`config.mk`:
```
export PLATFORM = sky130hd
export DESIGN_NAME = safe_stop_monitor
export DESIGN_NICKNAME = d
export VERILOG_FILES = /design/src/verilog/safe_stop_pkg.sv /design/src/verilog/safe_stop_monitor.sv
export VERILOG_INCLUDE_DIRS = /design/src /design/src/verilog
export SDC_FILE = /design/constraint.sdc
export NUM_CORES = 1
export LEC_CHECK = 0
export BUFFER_PORTS_ARGS = -buffer_cell sky130_fd_sc_hd__buf_2
export CAP_MARGIN = 15
export CELL_PAD_IN_SITES_DETAIL_PLACEMENT = 1
export CELL_PAD_IN_SITES_GLOBAL_PLACEMENT = 2
export CORE_MARGIN = 5
export CORE_UTILIZATION = 33
export CTS_CLUSTER_DIAMETER = 200
export DETAILED_ROUTE_END_ITERATION = 10
export PLACE_DENSITY_LB_ADDON = 0.1
export REMOVE_ABC_BUFFERS = 1
export SETUP_SLACK_MARGIN = 0.5
export SLEW_MARGIN = 20
export SYNTH_ARGS = -nofsm -noshare
export SYNTH_HDL_FRONTEND = slang
export SYNTH_SLANG_ARGS = --single-unit
```
`constraint.sdc`:
```
create_clock -name core_clk -period 4.95 [get_ports core_clk]
set_clock_uncertainty 0.15 [all_clocks]
set_input_delay 0.495 -clock core_clk [delete_from_list [all_inputs] [get_ports core_clk]]
set_output_delay 0.495 -clock core_clk [all_outputs]
set_load 0.01 [all_outputs]
```
`src/verilog/safe_stop_defs.svh`:
```
// constants of the safe stop monitor: timing, register map, field positions
// assumes a 40 MHz core clock
`ifndef SAFE_STOP_DEFS_SVH
`define SAFE_STOP_DEFS_SVH

// ----------------------------------------
// timing
// ----------------------------------------
`define CLK_PERIOD_NS     25
`define NS_PER_MS         1000000
`define MS_TICK_CYCLES    (`NS_PER_MS / `CLK_PERIOD_NS)
`define DISCREPANCY_MS    16'h0064

// ----------------------------------------
// register map
// ----------------------------------------
`define REG_CTRL          8'h00
`define REG_PARAM_BASE    8'h04
`define REG_MAP           8'h2C
`define REG_STATUS        8'h30
`define NUM_PARAMS        10
`define PARAM_NONE        4'hF

// parameter slots, byte address = base + 4 * slot
`define P_STOP_DEADLINE   0
`define P_STOP_DWELL      1
`define P_STOP_DELAY      2
`define P_STOP_WINDOW     3
`define P_STOP_DECEL      4
`define P_SS_DEADLINE     5
`define P_SS_DWELL        6
`define P_SS_DELAY        7
`define P_SS_WINDOW       8
`define P_SS_DECEL        9

// parameter reset values
`define RST_STOP_DEADLINE 16'h0002
`define RST_STOP_DWELL    16'h0001
`define RST_STOP_DELAY    16'h0001
`define RST_STOP_WINDOW   16'h0001
`define RST_STOP_DECEL    16'h0000
`define RST_SS_DEADLINE   16'h0002
`define RST_SS_DWELL      16'h0001
`define RST_SS_DELAY      16'h0001
`define RST_SS_WINDOW     16'h0000
`define RST_SS_DECEL      16'h0000

// control register fields
`define CTRL_DUAL         0
`define CTRL_FB_EN        1
`define CTRL_STOP_USED    2
`define CTRL_RAMP_EN      5
`define CTRL_STOP_DEC_EN  6
`define CTRL_SS_DEC_EN    7
`define CTRL_SS_TO_STOP   8
`define CTRL_SS_USED      9
`define RST_CTRL          16'h0004

// map register fields
`define MAP_STOP          0
`define MAP_SS            3
`define MAP_SEL0          8
`define MAP_SEL1          12
`define RST_MAP           16'h7700

// standstill internal state codes
`define SS_CODE_IDLE      3'h0
`define SS_CODE_RUN       3'h1
`define SS_CODE_HOLD      3'h2
`define SS_CODE_FAIL      3'h5

`endif

```
`src/verilog/safe_stop_pkg.sv`:
```
// types of the safe stop monitor
// assumes safe_stop_defs.svh for all numeric constants
package safe_stop_pkg;

  typedef enum logic [1:0] {STOP_IDLE, STOP_RUN, STOP_OFF} stop_state_t;
  typedef enum logic [1:0] {SS_IDLE, SS_RUN, SS_HOLD, SS_FAIL} ss_state_t;

  typedef struct packed {
    logic [2:0] fieldbus_stop;
    logic [1:0] fieldbus_standstill;
    logic       fault_to_stop;
    logic       fault_to_standstill;
  } stop_request_t;

  typedef struct packed {
    logic signed [15:0] velocity;
    logic        [15:0] decel;
  } motion_t;

  typedef struct packed {
    logic [2:0] stop_active;
    logic       torque_off;
    logic [1:0] standstill_active;
    logic [1:0] hold_request;
    logic       standstill_fault;
    logic       input_failure;
    logic [1:0] test_pulsed_output;
  } stop_status_t;

endpackage

```
`src/verilog/safe_stop_monitor.sv`:
```
// per-axis safe stop supervision: three controlled stops, two stops to standstill
// assumes requests and motion come from core_clk logic; the safe input pair is asynchronous
//
// Added by the designer: the address-and-strobe port and the address map.
`timescale 1ns/1ps
`include "safe_stop_defs.svh"

module safe_stop_monitor #(
  parameter int TICK_CYCLES = `MS_TICK_CYCLES
) (
  // clock and reset
  input  wire logic                         core_clk,
  input  wire logic                         reset,
  // register port
  input  wire logic [7:0]                   reg_addr,
  input  wire logic [15:0]                  reg_wdata,
  input  wire logic                         reg_write,
  input  wire logic                         reg_read,
  output      logic [15:0]                  reg_rdata,
  // safe input pair, asynchronous
  input  wire logic [1:0]                   dual_safe_input_pair,
  // activation requests and motion feedback
  input  wire safe_stop_pkg::stop_request_t request_in,
  input  wire safe_stop_pkg::motion_t       motion_in,
  // status
  output      safe_stop_pkg::stop_status_t  status_out
);
  import safe_stop_pkg::*;

  // ----------------------------------------
  // helpers
  // ----------------------------------------
  function automatic logic [3:0] param_index(input logic [7:0] addr);
    logic [3:0] idx;
    idx = `PARAM_NONE;
    for (int k = 0; k < `NUM_PARAMS; k++) begin
      if (addr == 8'(`REG_PARAM_BASE + 4 * k)) begin
        idx = 4'(k);
      end
    end
    return idx;
  endfunction

  function automatic logic [15:0] param_reset(input int k);
    case (k)
      `P_STOP_DEADLINE: return `RST_STOP_DEADLINE;
      `P_STOP_DWELL:    return `RST_STOP_DWELL;
      `P_STOP_DELAY:    return `RST_STOP_DELAY;
      `P_STOP_WINDOW:   return `RST_STOP_WINDOW;
      `P_STOP_DECEL:    return `RST_STOP_DECEL;
      `P_SS_DEADLINE:   return `RST_SS_DEADLINE;
      `P_SS_DWELL:      return `RST_SS_DWELL;
      `P_SS_DELAY:      return `RST_SS_DELAY;
      `P_SS_WINDOW:     return `RST_SS_WINDOW;
      default:          return `RST_SS_DECEL;
    endcase
  endfunction

  function automatic logic [15:0] sat_inc(input logic [15:0] v, input logic en);
    return (en && v != 16'hFFFF) ? 16'(v + 16'h0001) : v;
  endfunction

  function automatic logic [15:0] speed_mag(input logic signed [15:0] v);
    return v[15] ? 16'(-v) : 16'(v);
  endfunction

  function automatic logic [2:0] ss_code(input ss_state_t s);
    case (s)
      SS_RUN:  return `SS_CODE_RUN;
      SS_HOLD: return `SS_CODE_HOLD;
      SS_FAIL: return `SS_CODE_FAIL;
      default: return `SS_CODE_IDLE;
    endcase
  endfunction

  function automatic logic pick(input logic [5:0] sv, input logic [2:0] sel);
    return (sel < 3'h6) ? sv[sel] : 1'b0;
  endfunction

  // ----------------------------------------
  // registers
  // ----------------------------------------
  logic [15:0]  ctrl_q, ctrl_d;
  logic [15:0]  map_q, map_d;
  logic [15:0]  param_q [`NUM_PARAMS];
  logic [15:0]  param_d [`NUM_PARAMS];
  logic [15:0]  rdata_d;
  logic [3:0]   wr_idx, rd_idx;
  stop_status_t status_d;
  logic [2:0]   ss0_code, ss1_code;

  always_comb begin
    ctrl_d  = ctrl_q;
    map_d   = map_q;
    param_d = param_q;
    rdata_d = 16'h0000;
    wr_idx  = param_index(reg_addr);
    rd_idx  = wr_idx;
    if (reg_write) begin
      if (reg_addr == `REG_CTRL) begin
        ctrl_d = reg_wdata;
      end else if (reg_addr == `REG_MAP) begin
        map_d = reg_wdata;
      end else if (wr_idx != `PARAM_NONE) begin
        param_d[wr_idx] = reg_wdata;
      end
    end
    if (reg_read) begin
      if (reg_addr == `REG_CTRL) begin
        rdata_d = ctrl_q;
      end else if (reg_addr == `REG_MAP) begin
        rdata_d = map_q;
      end else if (reg_addr == `REG_STATUS) begin
        rdata_d = {status_out.standstill_fault, ss1_code, ss0_code, status_out.input_failure,
                   status_out.hold_request, status_out.standstill_active, status_out.torque_off,
                   status_out.stop_active};
      end else if (rd_idx != `PARAM_NONE) begin
        rdata_d = param_q[rd_idx];
      end
    end
  end

  always_ff @(posedge core_clk) begin
    if (reset) begin
      ctrl_q    <= `RST_CTRL;
      map_q     <= `RST_MAP;
      reg_rdata <= 16'h0000;
      for (int k = 0; k < `NUM_PARAMS; k++) begin
        param_q[k] <= param_reset(k);
      end
    end else begin
      ctrl_q    <= ctrl_d;
      map_q     <= map_d;
      param_q   <= param_d;
      reg_rdata <= rdata_d;
    end
  end

  wire       dual_mode = ctrl_q[`CTRL_DUAL];
  wire       fb_en     = ctrl_q[`CTRL_FB_EN];
  wire [2:0] stop_used = ctrl_q[`CTRL_STOP_USED +: 3];
  wire [1:0] ss_used   = ctrl_q[`CTRL_SS_USED +: 2];
  wire       ramp_en   = ctrl_q[`CTRL_RAMP_EN];
  wire       ss_react  = ctrl_q[`CTRL_SS_TO_STOP];
  wire [15:0] speed    = speed_mag(motion_in.velocity);

  // ----------------------------------------
  // millisecond tick and safe inputs
  // ----------------------------------------
  logic [15:0] div_q, div_d, disc_q, disc_d;
  logic        tick_q, tick_d, fail_q, fail_d, sreq_q, sreq_d;
  logic [1:0]  sin1_q, sin2_q;
  logic        mismatch;

  always_comb begin
    tick_d   = (div_q == 16'(TICK_CYCLES - 1));
    div_d    = tick_d ? 16'h0000 : 16'(div_q + 16'h0001);
    mismatch = dual_mode & (sin2_q[0] ^ sin2_q[1]);
    disc_d   = mismatch ? sat_inc(disc_q, tick_q) : 16'h0000;
    fail_d   = mismatch & (fail_q | (disc_q > `DISCREPANCY_MS));
    sreq_d   = ~sin2_q[0] | (dual_mode & ~sin2_q[1]);
  end

  always_ff @(posedge core_clk) begin
    if (reset) begin
      div_q  <= 16'h0000;
      tick_q <= 1'b0;
      disc_q <= 16'h0000;
      fail_q <= 1'b0;
      sreq_q <= 1'b0;
      sin1_q <= 2'h3;
      sin2_q <= 2'h3;
    end else begin
      div_q  <= div_d;
      tick_q <= tick_d;
      disc_q <= disc_d;
      fail_q <= fail_d;
      sreq_q <= sreq_d;
      sin1_q <= dual_safe_input_pair;
      sin2_q <= sin1_q;
    end
  end

  // ----------------------------------------
  // controlled stop instances
  // ----------------------------------------
  logic [2:0] stop_act, stop_off;
  logic [1:0] ss_act, ss_hold, ss_fail;
  logic       ss_to_stop;

  assign ss_to_stop = (|ss_fail) & ss_react;

  for (genvar i = 0; i < 3; i++) begin : g_stop
    stop_state_t st_q, st_d;
    logic [15:0] el_q, el_d, dw_q, dw_d;
    logic        req, in_win, dec_bad;

    always_comb begin
      st_d    = st_q;
      el_d    = el_q;
      dw_d    = dw_q;
      req     = (stop_used[i] & ((fb_en & request_in.fieldbus_stop[i]) | (map_q[`MAP_STOP + i] & sreq_q)))
              | ((i == 0) & (request_in.fault_to_stop | fail_q | ss_to_stop));
      in_win  = speed <= param_q[`P_STOP_WINDOW];
      dec_bad = ramp_en & ctrl_q[`CTRL_STOP_DEC_EN] & (el_q >= param_q[`P_STOP_DELAY])
              & (motion_in.decel > param_q[`P_STOP_DECEL]);
      case (st_q)
        STOP_IDLE: begin
          if (req) begin
            st_d = STOP_RUN;
            el_d = 16'h0000;
            dw_d = 16'h0000;
          end
        end
        STOP_RUN: begin
          el_d = sat_inc(el_q, tick_q);
          dw_d = in_win ? sat_inc(dw_q, tick_q) : 16'h0000;
          if (el_q >= param_q[`P_STOP_DEADLINE]) begin
            st_d = STOP_OFF;
          end else if (ramp_en & in_win & (dw_q >= param_q[`P_STOP_DWELL])) begin
            st_d = STOP_OFF;
          end else if (dec_bad) begin
            st_d = STOP_OFF;
          end
        end
        STOP_OFF: begin
          if (!req) begin
            st_d = STOP_IDLE;
          end
        end
        default: st_d = STOP_IDLE;
      endcase
    end

    always_ff @(posedge core_clk) begin
      if (reset) begin
        st_q <= STOP_IDLE;
        el_q <= 16'h0000;
        dw_q <= 16'h0000;
      end else begin
        st_q <= st_d;
        el_q <= el_d;
        dw_q <= dw_d;
      end
    end

    assign stop_act[i] = (st_q != STOP_IDLE);
    assign stop_off[i] = (st_q == STOP_OFF);
  end

  // ----------------------------------------
  // stop to standstill instances
  // ----------------------------------------
  for (genvar i = 0; i < 2; i++) begin : g_ss
    ss_state_t   st_q, st_d;
    logic [15:0] el_q, el_d, dw_q, dw_d;
    logic        req, in_win, dec_bad;

    always_comb begin
      st_d    = st_q;
      el_d    = el_q;
      dw_d    = dw_q;
      req     = (ss_used[i] & ((fb_en & request_in.fieldbus_standstill[i]) | (map_q[`MAP_SS + i] & sreq_q)))
              | ((i == 0) & request_in.fault_to_standstill);
      in_win  = speed <= param_q[`P_SS_WINDOW];
      dec_bad = ctrl_q[`CTRL_SS_DEC_EN] & (el_q >= param_q[`P_SS_DELAY])
              & (motion_in.decel > param_q[`P_SS_DECEL]);
      case (st_q)
        SS_IDLE: begin
          if (req) begin
            st_d = SS_RUN;
            el_d = 16'h0000;
            dw_d = 16'h0000;
          end
        end
        SS_RUN: begin
          el_d = sat_inc(el_q, tick_q);
          dw_d = in_win ? sat_inc(dw_q, tick_q) : 16'h0000;
          if (dec_bad) begin
            st_d = SS_FAIL;
          end else if (el_q >= param_q[`P_SS_DEADLINE]) begin
            st_d = SS_HOLD;
          end else if (in_win & (dw_q >= param_q[`P_SS_DWELL])) begin
            st_d = SS_HOLD;
          end
        end
        SS_HOLD, SS_FAIL: begin
          if (!req) begin
            st_d = SS_IDLE;
          end
        end
        default: st_d = SS_IDLE;
      endcase
    end

    always_ff @(posedge core_clk) begin
      if (reset) begin
        st_q <= SS_IDLE;
        el_q <= 16'h0000;
        dw_q <= 16'h0000;
      end else begin
        st_q <= st_d;
        el_q <= el_d;
        dw_q <= dw_d;
      end
    end

    assign ss_act[i]  = (st_q != SS_IDLE);
    assign ss_hold[i] = (st_q == SS_HOLD);
    assign ss_fail[i] = (st_q == SS_FAIL);
  end

  assign ss0_code = ss_code(g_ss[0].st_q);
  assign ss1_code = ss_code(g_ss[1].st_q);

  // ----------------------------------------
  // status outputs
  // ----------------------------------------
  logic [5:0] status_vec;

  always_comb begin
    status_d                    = '0;
    status_d.stop_active        = stop_act;
    status_d.torque_off         = (|stop_off) | ((|ss_fail) & ~ss_react);
    status_d.standstill_active  = ss_act;
    status_d.hold_request       = ss_hold;
    status_d.standstill_fault   = |ss_fail;
    status_d.input_failure      = fail_q;
    status_vec                  = {status_out.torque_off, status_out.standstill_active, status_out.stop_active};
    status_d.test_pulsed_output = {pick(status_vec, map_q[`MAP_SEL1 +: 3]),
                                   pick(status_vec, map_q[`MAP_SEL0 +: 3])};
  end

  always_ff @(posedge core_clk) begin
    if (reset) begin
      status_out <= '0;
    end else begin
      status_out <= status_d;
    end
  end

endmodule // safe_stop_monitor

```
==> results.yml <==
grt:
  grt_pass1_vias: 25300
  grt_overflow: 0
  track_usage_pct: 24.3
  grt_max_degree: 126
  grt_pass1_wl_um: 161000
  grt_antenna_before_repair: 4
route:
  initialDrtViolationCount: 1318
  ant_nets: 0
  firstDrtPassIters: 5
  drc_errors: 0
  drt_wl_total_um: 108000
  num_vias: 24700
  wire_per_inst_um: 24.2
  avgViaCountPerCell: 5.54
hold_path:
  min_from: "reset"
  hold_path_class: "in2reg"
  min_to: "param_q[60]"
  holdPathStages: 2
floorplan:
  rows: 103
  io_pins: 97
  coreArea_um2: 78900
  initial_core_util_pct: 33.3
  dieArea_um2: 85300
  die_w_um: 292
  die_h_um: 292
synthesis:
  syn_avg_cell_area_um2: 7.97
  ys_top_cells_by_area: "dfxtp_1, ha_1, nand2_1"
  ys_types: 76
  synth_top_area_share_pct: 32.7
  yosysSeqAreaShare_pct: 32.7
  netlist_area_um2: 26200
  yosys.area.top_type: "dfxtp_1"
  synth_edf_count: 0
  ys_warn_count: 0
  ys_async_sr_fraction_pct: 0
  synth_top_flop_cell: "dfxtp_1"
  synthCells: 3293
  synth-seq-cells: 429
critical_path:
  critPathCaptureType: "register"
  reg2regPathDepth: 8
  r2r_end: "g_ss[0].dw_q[3]"
  worstPathMaxFanout: 14
  worstSetupPathType: "in2reg"
  timing.rr.start: "g_ss[0].dw_q[3]"
  cp.required_ps: 5340
  critPathArrivalTime_ps: 4680
  r2r_slack_ps: 1500
  crit_path_start_kind: "primary input"
pwr:
  p_switching_w: 0.00207
  p_seq_share_pct: 42.3
  ir_drop_uv: 241
  powerDensity_nw_per_um2: 277
  swShare_pct: 25.1
  p_int_w: 0.00617
  p_leak_nw: 11.1
  p_comb_share_pct: 6.6
  clkPwrFrac_pct: 51.1
placement:
  dp_slack_ps: 121
  hpwl_um: 81400
  portBuffers: 96
  gp_congestion: 0.877
clocking:
  numCtsBuffers: 54
  cts_max_level: 2
  cts-root-buf: "clkbuf_16"
  clock_path_buffers: 3
  path_clk_slew_ps: 60
  clk_latency_ps: 620
  cts_tree: "built"
  cts.sinks: 429
sta:
  rsz0062_at_grt: "no"
  final_hold_viol_count: 0
  period_needed_ps: 4290
  layout_setup_ws_ps: 661
  fin_hold_ws_ps: 122
  fmax_ghz: 0.233
  slew_headroom_pct: 28.5
  setup_viol: 0
  worst_slew_pin_slew_ps: 1050
  drv_slew: 0
  tns_ps: 0
  post-route-period-util_pct: 86.6
finish:
  final_cell_mix: "nand2_1, dfxtp_1, ha_1, a21oi_1, nor2_1"
  mostFrequentLayoutCell: "nand2_1"
  drive_gt1_share_pct: 8.62
  nets: 3746
  areaGrowthSynthToFinish_pct: 13.3
  diodes: 0
run:
  cap_violations: 0
outcome:
  outcome: "complete, no violations"
-- layout make-up --
cell class / count / area [um^2]
Clock buffer: 79 / 1610
Clock inverter: 18 / 249
Fill cell: 9460 / 49100
Inverter: 200 / 751
Multi-Input combinational cell: 2523 / 16300
Sequential cell: 429 / 8590
Tap cell: 1050 / 1310
Timing Repair Buffer: 151 / 945
-- state kept, by name, summed over array words and instances, names as in the netlist, 2 cells and up --
| name | count |
|---|---|
| g_ss.el_q | 32 |
| sin1_q | 2 |
| g_ss.dw_q | 32 |
| sin2_q | 2 |
| param_q | 160 |
| reg_rdata | 16 |
| div_q | 16 |
| ctrl_q | 16 |
| g_stop.el_q | 48 |
| status_out | 12 |
| map_q | 16 |
| disc_q | 16 |
| g_stop.dw_q | 48 |
| g_ss.st_q | 4 |
| g_stop.st_q | 6 |
-- power groups by stage --
| stage | logic, W | registers, W | clock network [W] |
|---|---|---|---|
| 3_5_place_dp | 0.000537 | 0.00356 | 0 |
| 2_1_floorplan | 0.000226 | 0.00356 | 0 |
| 3_3_place_gp | 0.000523 | 0.00356 | 0 |
| 4_1_cts | 0.000540 | 0.00348 | 0.00431 |
| 6_report | 0.000544 | 0.00348 | 0.00420 |
| 5_1_grt | 0.000586 | 0.00348 | 0.00444 |
-- worst max path at each step --
stage                  start           endpoint  slack (ps)  cells after the start
6_report       motion_in[23]    g_ss[0].dw_q[3]         660                     13
5_1_grt        motion_in[23]  g_stop[0].dw_q[6]         500                     15
4_1_cts        motion_in[23]    g_ss[0].dw_q[3]         790                     13
2_1_floorplan    reg_addr[5]       param_q[112]         240                      5
3_3_place_gp   motion_in[23]    g_ss[0].dw_q[3]         230                     13
3_5_place_dp   motion_in[23]    g_ss[0].dw_q[3]         120                     13
-- synthesized netlist by cell type (35+ instances only) --
library cell,number
nand2_1,507
dfxtp_1,429
ha_1,318
a21oi_1,305
nor2_1,304
inv_1,200
nand3_1,117
o21ai_0,108
clkbuf_1,100
nand4_1,100
xor2_1,92
xnor2_1,63
nor3_1,53
o211ai_1,45
and3_1,44
a21o_1,41
mux2i_1,38
nor2b_1,36
a211oi_1,35
-- cells by family (layout without fill, tap and decap cells) --
kind of cell | after synthesis | count (layout) | share of synthesized area, %
flops | 429 | 429 | 32.7
simple gates | 1306 | 1306 | 23.3
xor+xnor | 155 | 155 | 5.17
mux | 42 | 42 | 1.79
compound gates | 702 | 702 | 16.6
fa+ha+maj | 318 | 318 | 15.2
buf+inv | 341 | 448 | 5.28
-- critical path: stages --
cell,delay (ps)
buf_2,120
or4_1,570
or4_1,570
o31ai_1,280
xnor2_1,140
ha_1,310
and4_1,210
or4b_1,440
o21ai_1,330
nor2_1,80
o21ai_1,380
nand2b_1,510
a21oi_1,250
-- metal layers --
metal / wire, um / vias to the layer above / GRT usage [%]
met5: 0 / - / 0
li1: - / 11700 / -
met1: 53500 / 12200 / 35.9
met3: 5380 / 118 / 3.38
met2: 46700 / 586 / 37.6
met4: 2230 / 0 / 5.41
-- timing repair --
action                                  4_1_cts  5_1_grt
endpoints found under the hold margin         2        0
hold buffers                                  2        0
endpoints found under the setup margin        0        7
resized for setup                             0        2
buffers inserted                              0        0
-- per-stage QoR --
| step | power [W] | instances | area [um^2] | util [%] |
|---|---|---|---|---|
| finish | 0.00823 | 4450 | 29700 | 37.7 |
| global route | 0.00851 | 4450 | 29700 | 37.7 |
| CTS | 0.00833 | 4450 | 29700 | 37.7 |
| detailed placement | 0.00410 | 4351 | 27900 | 35.3 |
| global placement | 0.00408 | 4351 | 27900 | 35.3 |
| floorplan | 0.00378 | 3152 | 25600 | - |
Power figures use the tool's default switching activity.
